===== src/vmfr_consts.svh =====
`ifndef VMFR_CONSTS_SVH
`define VMFR_CONSTS_SVH
// Status bit positions
`define VMFR_A_BAT_OV 3'd7
`define VMFR_A_BAT_UV 3'd6
`define VMFR_A_PH_OV 3'd5
`define VMFR_A_PL_OV 3'd4
`define VMFR_A_PL_UV 3'd3
`define VMFR_A_MA 3'd2
`define VMFR_B_PRE_OV 3'd7
`define VMFR_B_PRE_UV 3'd6
`define VMFR_B_CAN_OV 3'd5
`define VMFR_B_CAN_UV 3'd4
`define VMFR_B_IO_OV 3'd3
`define VMFR_B_IO_UV 3'd2
`define VMFR_B_CORE_OV 3'd1
`define VMFR_B_CORE_UV 3'd0
`define VMFR_S_SNS_UV 3'd5
`define VMFR_S_SNS_OV 3'd4
// Comparator index of each monitored input
`define VMFR_NUM_CMP 19
`define VMFR_I_BAT_UV 0
`define VMFR_I_BAT_OV 1
`define VMFR_I_PRE_UV 2
`define VMFR_I_PRE_OV 3
`define VMFR_I_CAN_UV 4
`define VMFR_I_CAN_OV 5
`define VMFR_I_IO_UV 6
`define VMFR_I_IO_OV 7
`define VMFR_I_CORE_UV 8
`define VMFR_I_CORE_OV 9
`define VMFR_I_SNS_UV 10
`define VMFR_I_SNS_OV 11
`define VMFR_I_PH_OV 12
`define VMFR_I_PL_UV 13
`define VMFR_I_PL_OV 14
`define VMFR_I_MA_UV 15
`define VMFR_I_MA_OV 16
`define VMFR_I_AN_UV 17
`define VMFR_I_DIG 18
// Glitch filter: 15 us least time at 10 ns period
`define VMFR_FILT_NS 15000
`define VMFR_CLK_NS 10
`define VMFR_FILT_CYC ((`VMFR_FILT_NS + `VMFR_CLK_NS - 1) / `VMFR_CLK_NS)
`define VMFR_FILT_W 11
`endif


===== src/vmfr_pkg.sv =====
package vmfr_pkg;
    typedef enum logic [1:0] {
        VMFR_ACTIVE = 2'b00,
        VMFR_RESET = 2'b01,
        VMFR_STANDBY = 2'b11
    } vmfr_state_type;
endpackage

===== src/vmfr_filt_if.sv =====
`timescale 1ns/1ns
`default_nettype none
interface vmfr_filt_if;
    logic [18:0] raw;
    logic [18:0] clean;
    modport src (output raw, input clean);
    modport flt (input raw, output clean);
endinterface
`default_nettype wire


===== src/vmfr_filter.sv =====
`timescale 1ns/1ns
`default_nettype none
`include "vmfr_consts.svh"
module vmfr_filter (
    // Clock and reset
    input wire logic ref_clk,
    input wire logic reset,
    // Comparator lines
    vmfr_filt_if.flt fi
);
    logic [`VMFR_FILT_W-1:0] cnt [`VMFR_NUM_CMP];
    logic [`VMFR_FILT_W-1:0] next_cnt [`VMFR_NUM_CMP];
    logic [`VMFR_NUM_CMP-1:0] clean;
    logic [`VMFR_NUM_CMP-1:0] next_clean;
    localparam logic [`VMFR_FILT_W-1:0] LIMIT = `VMFR_FILT_W'(`VMFR_FILT_CYC);
    genvar g;
    generate
        for (g = 0; g < `VMFR_NUM_CMP; g++) begin : g_ch
            // Output follows input only after it differs for the whole filter time
            always_comb begin
                next_cnt[g] = '0;
                next_clean[g] = clean[g];
                if (fi.raw[g] != clean[g]) begin
                    if (cnt[g] == LIMIT - 1'b1) begin
                        next_clean[g] = fi.raw[g];
                    end else begin
                        next_cnt[g] = cnt[g] + 1'b1;
                    end
                end
            end
            always_ff @(posedge ref_clk) begin
                if (reset) begin
                    cnt[g] <= '0;
                    clean[g] <= 1'b0;
                end else begin
                    cnt[g] <= next_cnt[g];
                    clean[g] <= next_clean[g];
                end
            end
        end
    endgenerate
    assign fi.clean = clean;
endmodule // vmfr_filter
`default_nettype wire


===== src/vmfr_monitor.sv =====
`timescale 1ns/1ns
`default_nettype none
`include "vmfr_consts.svh"
module vmfr_monitor (
    // Clock and reset
    input wire logic ref_clk,
    input wire logic reset,
    // Raw comparator results, one bit per monitor input
    input wire logic [18:0] cmp_raw,
    input wire logic ref_mismatch,
    // Configuration
    input wire logic battery_ov_mask,
    input wire logic core_fault_action_en,
    // Status
    output logic [7:0] monitor_status_a,
    output logic [7:0] monitor_status_b,
    output logic [7:0] safety_status_a,
    output vmfr_pkg::vmfr_state_type state,
    output logic regulators_off,
    // Actions
    output logic power_on_reset,
    output logic mcu_reset_n,
    output logic drive_enable
);
    import vmfr_pkg::*;
    vmfr_filt_if fi ();
    logic [18:0] c;
    logic ref_clean;
    logic [7:0] next_sa, next_sb, next_ss;
    logic want_stby, want_rst, want_drv_off, want_por;
    vmfr_state_type next_state;
    logic next_rst_n, next_drv, next_por, next_regoff;
    // All comparator lines pass the shared glitch filter
    assign fi.raw = cmp_raw;
    vmfr_filter u_filt (
        .ref_clk(ref_clk),
        .reset(reset),
        .fi(fi)
    );
    assign c = fi.clean;
    // Reference fault takes one register stage; the window compare itself is analog
    always_ff @(posedge ref_clk) begin
        if (reset) begin
            ref_clean <= 1'b0;
        end else begin
            ref_clean <= ref_mismatch;
        end
    end
    // Status flags track the filtered comparators level by level
    always_comb begin
        next_sa = 8'h00;
        next_sb = 8'h00;
        next_ss = 8'h00;
        next_sa[`VMFR_A_BAT_UV] = c[`VMFR_I_BAT_UV];
        next_sa[`VMFR_A_BAT_OV] = c[`VMFR_I_BAT_OV];
        next_sa[`VMFR_A_PH_OV] = c[`VMFR_I_PH_OV];
        next_sa[`VMFR_A_PL_OV] = c[`VMFR_I_PL_OV];
        next_sa[`VMFR_A_PL_UV] = c[`VMFR_I_PL_UV];
        next_sa[`VMFR_A_MA] = c[`VMFR_I_MA_UV] | c[`VMFR_I_MA_OV];
        next_sb[`VMFR_B_PRE_UV] = c[`VMFR_I_PRE_UV];
        next_sb[`VMFR_B_PRE_OV] = c[`VMFR_I_PRE_OV];
        next_sb[`VMFR_B_CAN_UV] = c[`VMFR_I_CAN_UV];
        next_sb[`VMFR_B_CAN_OV] = c[`VMFR_I_CAN_OV];
        next_sb[`VMFR_B_IO_UV] = c[`VMFR_I_IO_UV];
        next_sb[`VMFR_B_IO_OV] = c[`VMFR_I_IO_OV];
        next_sb[`VMFR_B_CORE_UV] = c[`VMFR_I_CORE_UV];
        next_sb[`VMFR_B_CORE_OV] = c[`VMFR_I_CORE_OV];
        next_ss[`VMFR_S_SNS_UV] = c[`VMFR_I_SNS_UV];
        next_ss[`VMFR_S_SNS_OV] = c[`VMFR_I_SNS_OV];
    end
    // Action requests per severity; preregulator, CAN UV, sensor, pump low UV request nothing
    always_comb begin
        want_por = c[`VMFR_I_MA_UV] | c[`VMFR_I_MA_OV] | c[`VMFR_I_AN_UV]
            | c[`VMFR_I_DIG];
        want_stby = want_por | c[`VMFR_I_BAT_UV] | c[`VMFR_I_PH_OV]
            | c[`VMFR_I_PL_OV] | ref_clean;
        want_rst = (c[`VMFR_I_BAT_OV] & ~battery_ov_mask)
            | c[`VMFR_I_IO_UV]
            | (c[`VMFR_I_CORE_UV] & core_fault_action_en);
        want_drv_off = c[`VMFR_I_CAN_OV] | c[`VMFR_I_IO_OV]
            | (c[`VMFR_I_CORE_OV] & core_fault_action_en);
    end
    // Most severe request wins; faults clear return the device to active
    always_comb begin
        next_por = want_por;
        next_regoff = c[`VMFR_I_PL_OV];
        if (want_stby) begin
            next_state = VMFR_STANDBY;
        end else if (want_rst) begin
            next_state = VMFR_RESET;
        end else begin
            next_state = VMFR_ACTIVE;
        end
        case (next_state)
            VMFR_STANDBY: begin
                next_rst_n = 1'b0;
                next_drv = 1'b0;
            end
            VMFR_RESET: begin
                next_rst_n = 1'b0;
                next_drv = 1'b0;
            end
            VMFR_ACTIVE: begin
                next_rst_n = 1'b1;
                next_drv = ~want_drv_off;
            end
            default: begin
                next_rst_n = 1'b0;
                next_drv = 1'b0;
            end
        endcase
    end
    // Outputs held in reset-safe state: reset low, drive disabled
    always_ff @(posedge ref_clk) begin
        if (reset) begin
            monitor_status_a <= 8'h00;
            monitor_status_b <= 8'h00;
            safety_status_a <= 8'h00;
            state <= VMFR_STANDBY;
            regulators_off <= 1'b0;
            power_on_reset <= 1'b0;
            mcu_reset_n <= 1'b0;
            drive_enable <= 1'b0;
        end else begin
            monitor_status_a <= next_sa;
            monitor_status_b <= next_sb;
            safety_status_a <= next_ss;
            state <= next_state;
            regulators_off <= next_regoff;
            power_on_reset <= next_por;
            mcu_reset_n <= next_rst_n;
            drive_enable <= next_drv;
        end
    end
endmodule // vmfr_monitor
`default_nettype wire


===== config.mk =====
export PLATFORM = sky130hd
export DESIGN_NAME = vmfr_monitor
export DESIGN_NICKNAME = d
export VERILOG_FILES = /design/src/vmfr_pkg.sv /design/src/vmfr_filt_if.sv /design/src/vmfr_filter.sv /design/src/vmfr_monitor.sv
export VERILOG_INCLUDE_DIRS = /design/src
export SDC_FILE = /design/constraint.sdc
export NUM_CORES = 1
export LEC_CHECK = 0
export BUFFER_PORTS_ARGS = -buffer_cell sky130_fd_sc_hd__buf_4
export CAP_MARGIN = 0
export CORE_MARGIN = 5
export CORE_UTILIZATION = 48
export DETAILED_ROUTE_END_ITERATION = 12
export GPL_TIMING_DRIVEN = 0
export MAX_ROUTING_LAYER = met4
export PLACE_DENSITY = 0.67
export RECOVER_POWER = 50
export SETUP_SLACK_MARGIN = 0.02
export SYNTH_ARGS = -nofsm -noshare
export SYNTH_HDL_FRONTEND = slang
export SYNTH_HIERARCHICAL = 1
export SYNTH_SLANG_ARGS = --single-unit
export TNS_END_PERCENT = 30

===== constraint.sdc =====
create_clock -name ref_clk -period 2.5 [get_ports ref_clk]
set_input_delay 0 -clock ref_clk [delete_from_list [all_inputs] [get_ports ref_clk]]
set_output_delay 0 -clock ref_clk [all_outputs]
set_load 0.02 [all_outputs]

==> flow_metrics.py, run 1 <==
metrics = {
    "routing": {
        "drt-initial-drc-count": 526,
        "vias": 9129,
        "remaining_drc_errors": 0,
        "wl_met2_um": 10700,
        "highest_layer": "met4",
        "wl_per_cell_um": 14.4,
        "via_per_inst": 5.66,
        "firstDrtPassIters": 5,
        "wl_met3_um": 924,
        "routed_wl_um": 23200,
        "wl_met1_um": 11200,
        "ant_nets": 0,
    },
    "logic_synthesis": {
        "async_flop_share_pct": 0,
        "yosysSeqAreaShare_pct": 44.8,
        "yosys_warnings": 6,
        "syn_area_per_cell_sq_um": 9.49,
        "syn_area_sq_um": 11200,
        "synth_seq_cells": 250,
        "ys_types": 44,
        "synth_top_cell_by_area": "dfxtp_1",
        "synthFlopType": "dfxtp_1",
        "synth_top_area_share_pct": 44.8,
        "synth_area_leaders": "dfxtp_1 45%, xor2_1 4.4%, a211oi_1 4.3%, or3_1 4.1%, nand3_1 3.4%",
        "synth-edff-count": 0,
        "postSynthCellCount": 1176,
    },
    "die": {
        "core_sq_um": 22800,
        "die_area_sq_um": 26400,
        "die_width_um": 163,
        "chipHeight_um": 163,
        "start_util_pct": 49.0,
        "rows": 55,
        "ios": 54,
    },
    "critical_path": {
        "path_buf_inv": 2,
        "worst_setup_path_start_kind": "flop",
        "crit_arrival_ps": 2410,
        "crit_required_ps": 2890,
        "critPathMaxFanout": 10,
        "max_stage_delay_ps": 470,
        "path_cells": "clkbuf_1 > or3_1 > nor4_1 > clkbuf_1 > nor3_1",
        "worst_path_max_delay_cell": "clkbuf_1",
        "path_class": "flop to flop",
        "cp_common_cell": "clkbuf_1",
        "crit_family": "simple AND/OR/NAND/NOR gates",
        "crit_path_end_kind": "flop",
    },
    "cts": {
        "cts.sinks": 250,
        "post_cts_buffers": 0,
        "cts_tree": "yes",
        "path_clk_slew_ps": 60,
        "clock_path_buffers": 3,
        "htreeDepth": 1,
        "clk_latency_ps": 530,
        "cts-root-buf": "clkbuf_16",
        "cts_made_buffers": 28,
    },
    "sta": {
        "tns_ps": 0,
        "slew_violations": 0,
        "setup_viol": 0,
        "hold_ws_ps": 271,
        "max_slew_margin_pct": 43.4,
        "finalCritPeriodShare_pct": 80.8,
        "period_needed_ps": 2020,
        "max_freq_mhz": 495,
        "tightest_slew_ps": 849,
        "rsz0062_at_grt": "no",
        "finalHoldViolCount": 0,
        "fin_worst_skew_ps": 10.0,
    },
    "global_route": {
        "grt_pass1_wl_um": 39400,
        "grt_pass1_vias": 8426,
        "grt.overflow.total": 0,
        "grt_max_degree": 14,
        "grt_usage_pct": 17.7,
        "antenna_found_initial": 1,
    },
    "cells_and_area": {
        "final_nets": 1325,
        "seq_area_sq_um": 5000,
        "fin_area_sq_um": 12800,
        "final_cell_mix": "250 x dfxtp_1, 99 x nand2_1, 75 x nand3_1",
        "multi_input_comb_area_sq_um": 5710,
        "area_delta_synth_final_pct": 15.0,
        "layout_commonest_cell": "dfxtp_1",
        "fillers": 2050,
        "final_layout_size_suffix_gt1_share_pct": 9.77,
    },
    "placement": {
        "routabilityCongestion": 0.808,
        "io_buffer_count": 45,
        "dpl_cell_area_sq_um": 11900,
        "hpwl_um": 15600,
    },
    "pwr": {
        "vdd_drop_max_mv": 0.491,
        "total_power_mw": 8.28,
        "p_per_area_nw_per_um2": 645,
        "leakage_nw": 4.04,
    },
    "min_path": {
        "hold_path.class": "input pin to flop",
    },
    "outcome": {
        "status": "complete, no violations",
    },
    "run": {
        "maxCapViolations": 0,
    },
}
metrics by stage:
stage,worst slack [ps],instances,util (%)
2_1_floorplan,1010,1183,-
3_3_place_gp,729,1541,52.3
3_5_place_dp,668,1541,52.3
4_1_cts,678,1613,57.4
5_1_grt,307,1614,56.4
6_report,480,1614,56.4
kinds of logic (layout without fill, tap and decap cells):
kind of cell | after synthesis | after routing | synth area share [%]
compound gates | 245 | 245 | 15.6
fa+ha+maj | 19 | 19 | 2.13
xor+xnor | 76 | 76 | 5.96
flops | 250 | 250 | 44.8
buf+inv | 71 | 188 | 3.10
mux | 14 | 14 | 1.26
simple gates | 500 | 500 | 27.1
other cells | 1 | 9 | 0.0336
state kept, by name, summed over array words and instances (netlist names):
name and flops:
power_on_reset 1, u_filt/fi.clean 19, safety_status_a 2, monitor_status_b 8, state 2, u_filt/cnt 209, ref_clean 1, monitor_status_a 6
mcu_reset_n 1, drive_enable 1
cells in the mapped netlist (16+ instances only):
master	n
nand4_1	37
nor3_1	57
dfxtp_1	250
nand2_1	99
inv_1	16
o21ai_0	65
nand3_1	75
nor2b_1	16
or4_1	49
a211oi_2	21
a211oi_1	64
clkbuf_1	20
ha_1	19
xor2_1	56
or3_1	73
nor2_1	29
buf_4	16
a21oi_1	31
xnor2_1	20
o31ai_1	49
tightest hold or removal path, stage by stage:
cell	delay, ps
dlygate4sd3_1	520
buf_4	120
nor2b_1	120
repair_timing:
action / in CTS / in global routing
hold buffers: 24 / 0
hold endpoints to repair: 70 / 0
resized for setup: 0 / 0
per-layer routing:
layer  vias to the layer above  track usage [%]
li1                       4676                -
met1                      4276             23.6
met2                       138             28.6
met5                         -                -
met4                         0             4.19
met3                        39             2.61
worst paths after layout:
check / startpoint / to / slack (ps) / cells past startpoint
hold reg to reg: u_filt/cnt[2][0] / u_filt/cnt[2][0] / 450 / 1
setup reg to reg: u_filt/cnt[16][2] / u_filt/cnt[16][2] / 480 / 5
hold / removal: ref_mismatch / ref_clean / 270 / 3
setup / recovery: u_filt/cnt[16][2] / u_filt/cnt[16][2] / 480 / 5
report_power, final:
group | internal (mW) | total [mW] | switching, mW
Clock | 2.40 | 3.97 | 1.56
Sequential | 4.02 | 4.05 | 0.0254
Combinational | 0.111 | 0.273 | 0.163
Total | 6.54 | 8.28 | 1.75
area by class of cell:
type                            instances  area share [%]
Inverter                               16           0.468
Clock buffer                           39            6.49
Clock inverter                          9           0.585
Antenna cell                            1          0.0195
Sequential cell                       250            39.0
Multi-Input combinational cell        862            44.5
Buffer                                 55            2.08
Tap cell                              313            3.05
Timing Repair Buffer                   69            3.86
Power figures use the tool's default switching activity.
==> inputs of run 2 (changes only) <==
==> constraint.sdc (replaced) <==
create_clock -name ref_clk -period 2.1 [get_ports ref_clk]
set_input_delay 0 -clock ref_clk [delete_from_list [all_inputs] [get_ports ref_clk]]
set_output_delay 0 -clock ref_clk [all_outputs]
set_load 0.02 [all_outputs]
==> run 2 against run 1 <==
Net effect:
- hold slack hardly changed
- global-route usage stayed put
- sequential share of layout area is 0.12 points lower
- setup slack worse by 350 ps
- first-iteration DRC count is 0.95% lower
- critical endpoint is now u_filt/cnt[9][1]
==> flow_metrics.py, run 2 (synthesis results as in run 1) <==
metrics = {
    "outcome": {
        "status": "complete, no violations",
    },
    "min_path": {
        "min_from": "ref_mismatch",
        "holdPathStages": 3,
        "hold_path.class": "input pin to flop",
    },
    "cells_and_area": {
        "reg_top3": "u_filt/cnt x209, u_filt/fi.clean x19, monitor_status_b x8",
        "layout_commonest_cell": "dfxtp_1",
        "final_cell_mix": "250 x dfxtp_1, 99 x nand2_1, 75 x nand3_1",
        "area_delta_synth_final_pct": 15.4,
        "largest_reg_flops": 209,
        "fin_util_pct": 56.6,
        "final_layout_size_suffix_gt1_share_pct": 10.3,
        "final_nets": 1325,
        "top_register": "u_filt/cnt",
    },
    "routing": {
        "via_per_inst": 5.64,
        "wl_met3_um": 873,
        "drt-initial-drc-count": 521,
        "routed_wl_um": 23200,
        "vias": 9111,
        "ant_nets": 0,
        "wl_per_cell_um": 14.4,
        "wl_met2_um": 10700,
        "firstDrtPassIters": 5,
        "highest_layer": "met4",
        "remaining_drc_errors": 0,
        "wl_met1_um": 11200,
    },
    "cts": {
        "cts_hold_buffers": 24,
        "cts_tree": "yes",
        "cts_resized": 0,
        "cts.sinks": 250,
        "cts-root-buf": "clkbuf_16",
        "cts_made_buffers": 28,
        "post_cts_buffers": 0,
        "htreeDepth": 1,
        "clock_path_buffers": 3,
        "path_clk_slew_ps": 60,
        "clk_latency_ps": 530,
    },
    "critical_path": {
        "r2r_cells": 5,
        "worst_setup_path_start_kind": "flop",
        "r2r-start": "u_filt/cnt[9][0]",
        "crit_arrival_ps": 2360,
        "crit_path_end_kind": "flop",
        "worst_path_max_delay_cell": "nor4_1",
        "max_stage_delay_ps": 540,
        "crit_required_ps": 2490,
        "startpoint": "u_filt/cnt[9][0]",
        "path_cells": "ha_1 > nand2_1 > nor4_1 > clkbuf_1 > nor3b_1",
        "path_class": "flop to flop",
        "critPathMaxFanout": 10,
    },
    "sta": {
        "max_freq_mhz": 509,
        "tns_ps": 0,
        "max_slew_margin_pct": 44.3,
        "finalCritPeriodShare_pct": 93.6,
        "period_needed_ps": 1960,
        "rsz0062_at_grt": "no",
        "finalWorstSetupSlack_ps": 135,
        "slew_violations": 0,
        "setup_viol": 0,
        "tightest_slew_ps": 836,
        "fin_worst_skew_ps": 8.80,
        "finalHoldViolCount": 0,
    },
    "global_route": {
        "grt_pass1_wl_um": 39400,
        "grt_max_degree": 14,
        "grt_usage_pct": 17.7,
        "grt_pass1_vias": 8426,
        "grt.overflow.total": 0,
        "antenna_found_initial": 1,
    },
    "pwr": {
        "leakage_nw": 4.05,
        "vdd_drop_max_mv": 0.585,
        "p_per_area_nw_per_um2": 766,
    },
    "die": {
        "core_sq_um": 22800,
        "die_width_um": 163,
        "die_area_sq_um": 26400,
        "ios": 54,
        "start_util_pct": 49.0,
        "rows": 55,
        "chipHeight_um": 163,
    },
    "placement": {
        "hpwl_um": 15600,
        "io_buffer_count": 45,
        "routabilityCongestion": 0.808,
        "post-place-ws_ps": 268,
    },
    "run": {
        "maxCapViolations": 0,
    },
}
run 2: cell count changes in the layout (fill, tap and decap cells not counted), sizes merged:
cell    previous run  this run
buf               47        48
clkbuf            92        91
run 2: through the flow:
stage / std cells / power (mW) / hold WS (ps) / area (sq um)
after global routing: 1614 / 10.3 / 245 / 12900
after detailed placement: 1541 / 5.22 / 255 / 11900
after CTS: 1613 / 10.0 / 242 / 13100
after global placement: 1541 / 5.21 / 251 / 11900
final: 1614 / 9.86 / 271 / 12900
after floorplan: 1183 / 5.10 / 71.6 / 11200
run 2: cell type report:
class                      instances  area, sq um
antenna                            1         2.50
buffer                            55          273
clock buffer                      39          833
clock inverter                     9         75.1
fill                            2043         9900
inverter                          16         60.1
multi-input combinational        862         5750
sequential                       250         5000
tap                              313          392
timing repair buffer              69          495
run 2: layer usage:
metal  vias to the layer above  global-route usage (%)
met5                         -                       -
met4                         0                    4.19
met3                        41                    2.61
met2                       124                    28.6
met1                      4279                    23.6
li1                       4667                       -
run 2: report_power, final:
| group | switching (mW) | leakage [nW] | total, mW | internal (mW) |
|---|---|---|---|---|
| logic | 0.193 | 1.58 | 0.325 | 0.132 |
| clock network | 1.86 | 0.449 | 4.72 | 2.86 |
| registers | 0.0302 | 2.02 | 4.82 | 4.79 |
run 2: path summary, 6_finish.rpt:
check                     end  slack, ps
max          u_filt/cnt[9][1]        140
min                 ref_clean        270
max reg2reg  u_filt/cnt[9][1]        140
min reg2reg  u_filt/cnt[2][0]        450
run 2: worst max-delay path: cells and delay by family (launching register included):
family	cells	cell delay, ps
adders and majority gates	1	250
DFF	1	360
and+or+nand+nor	3	750
buffers and inverters	1	460
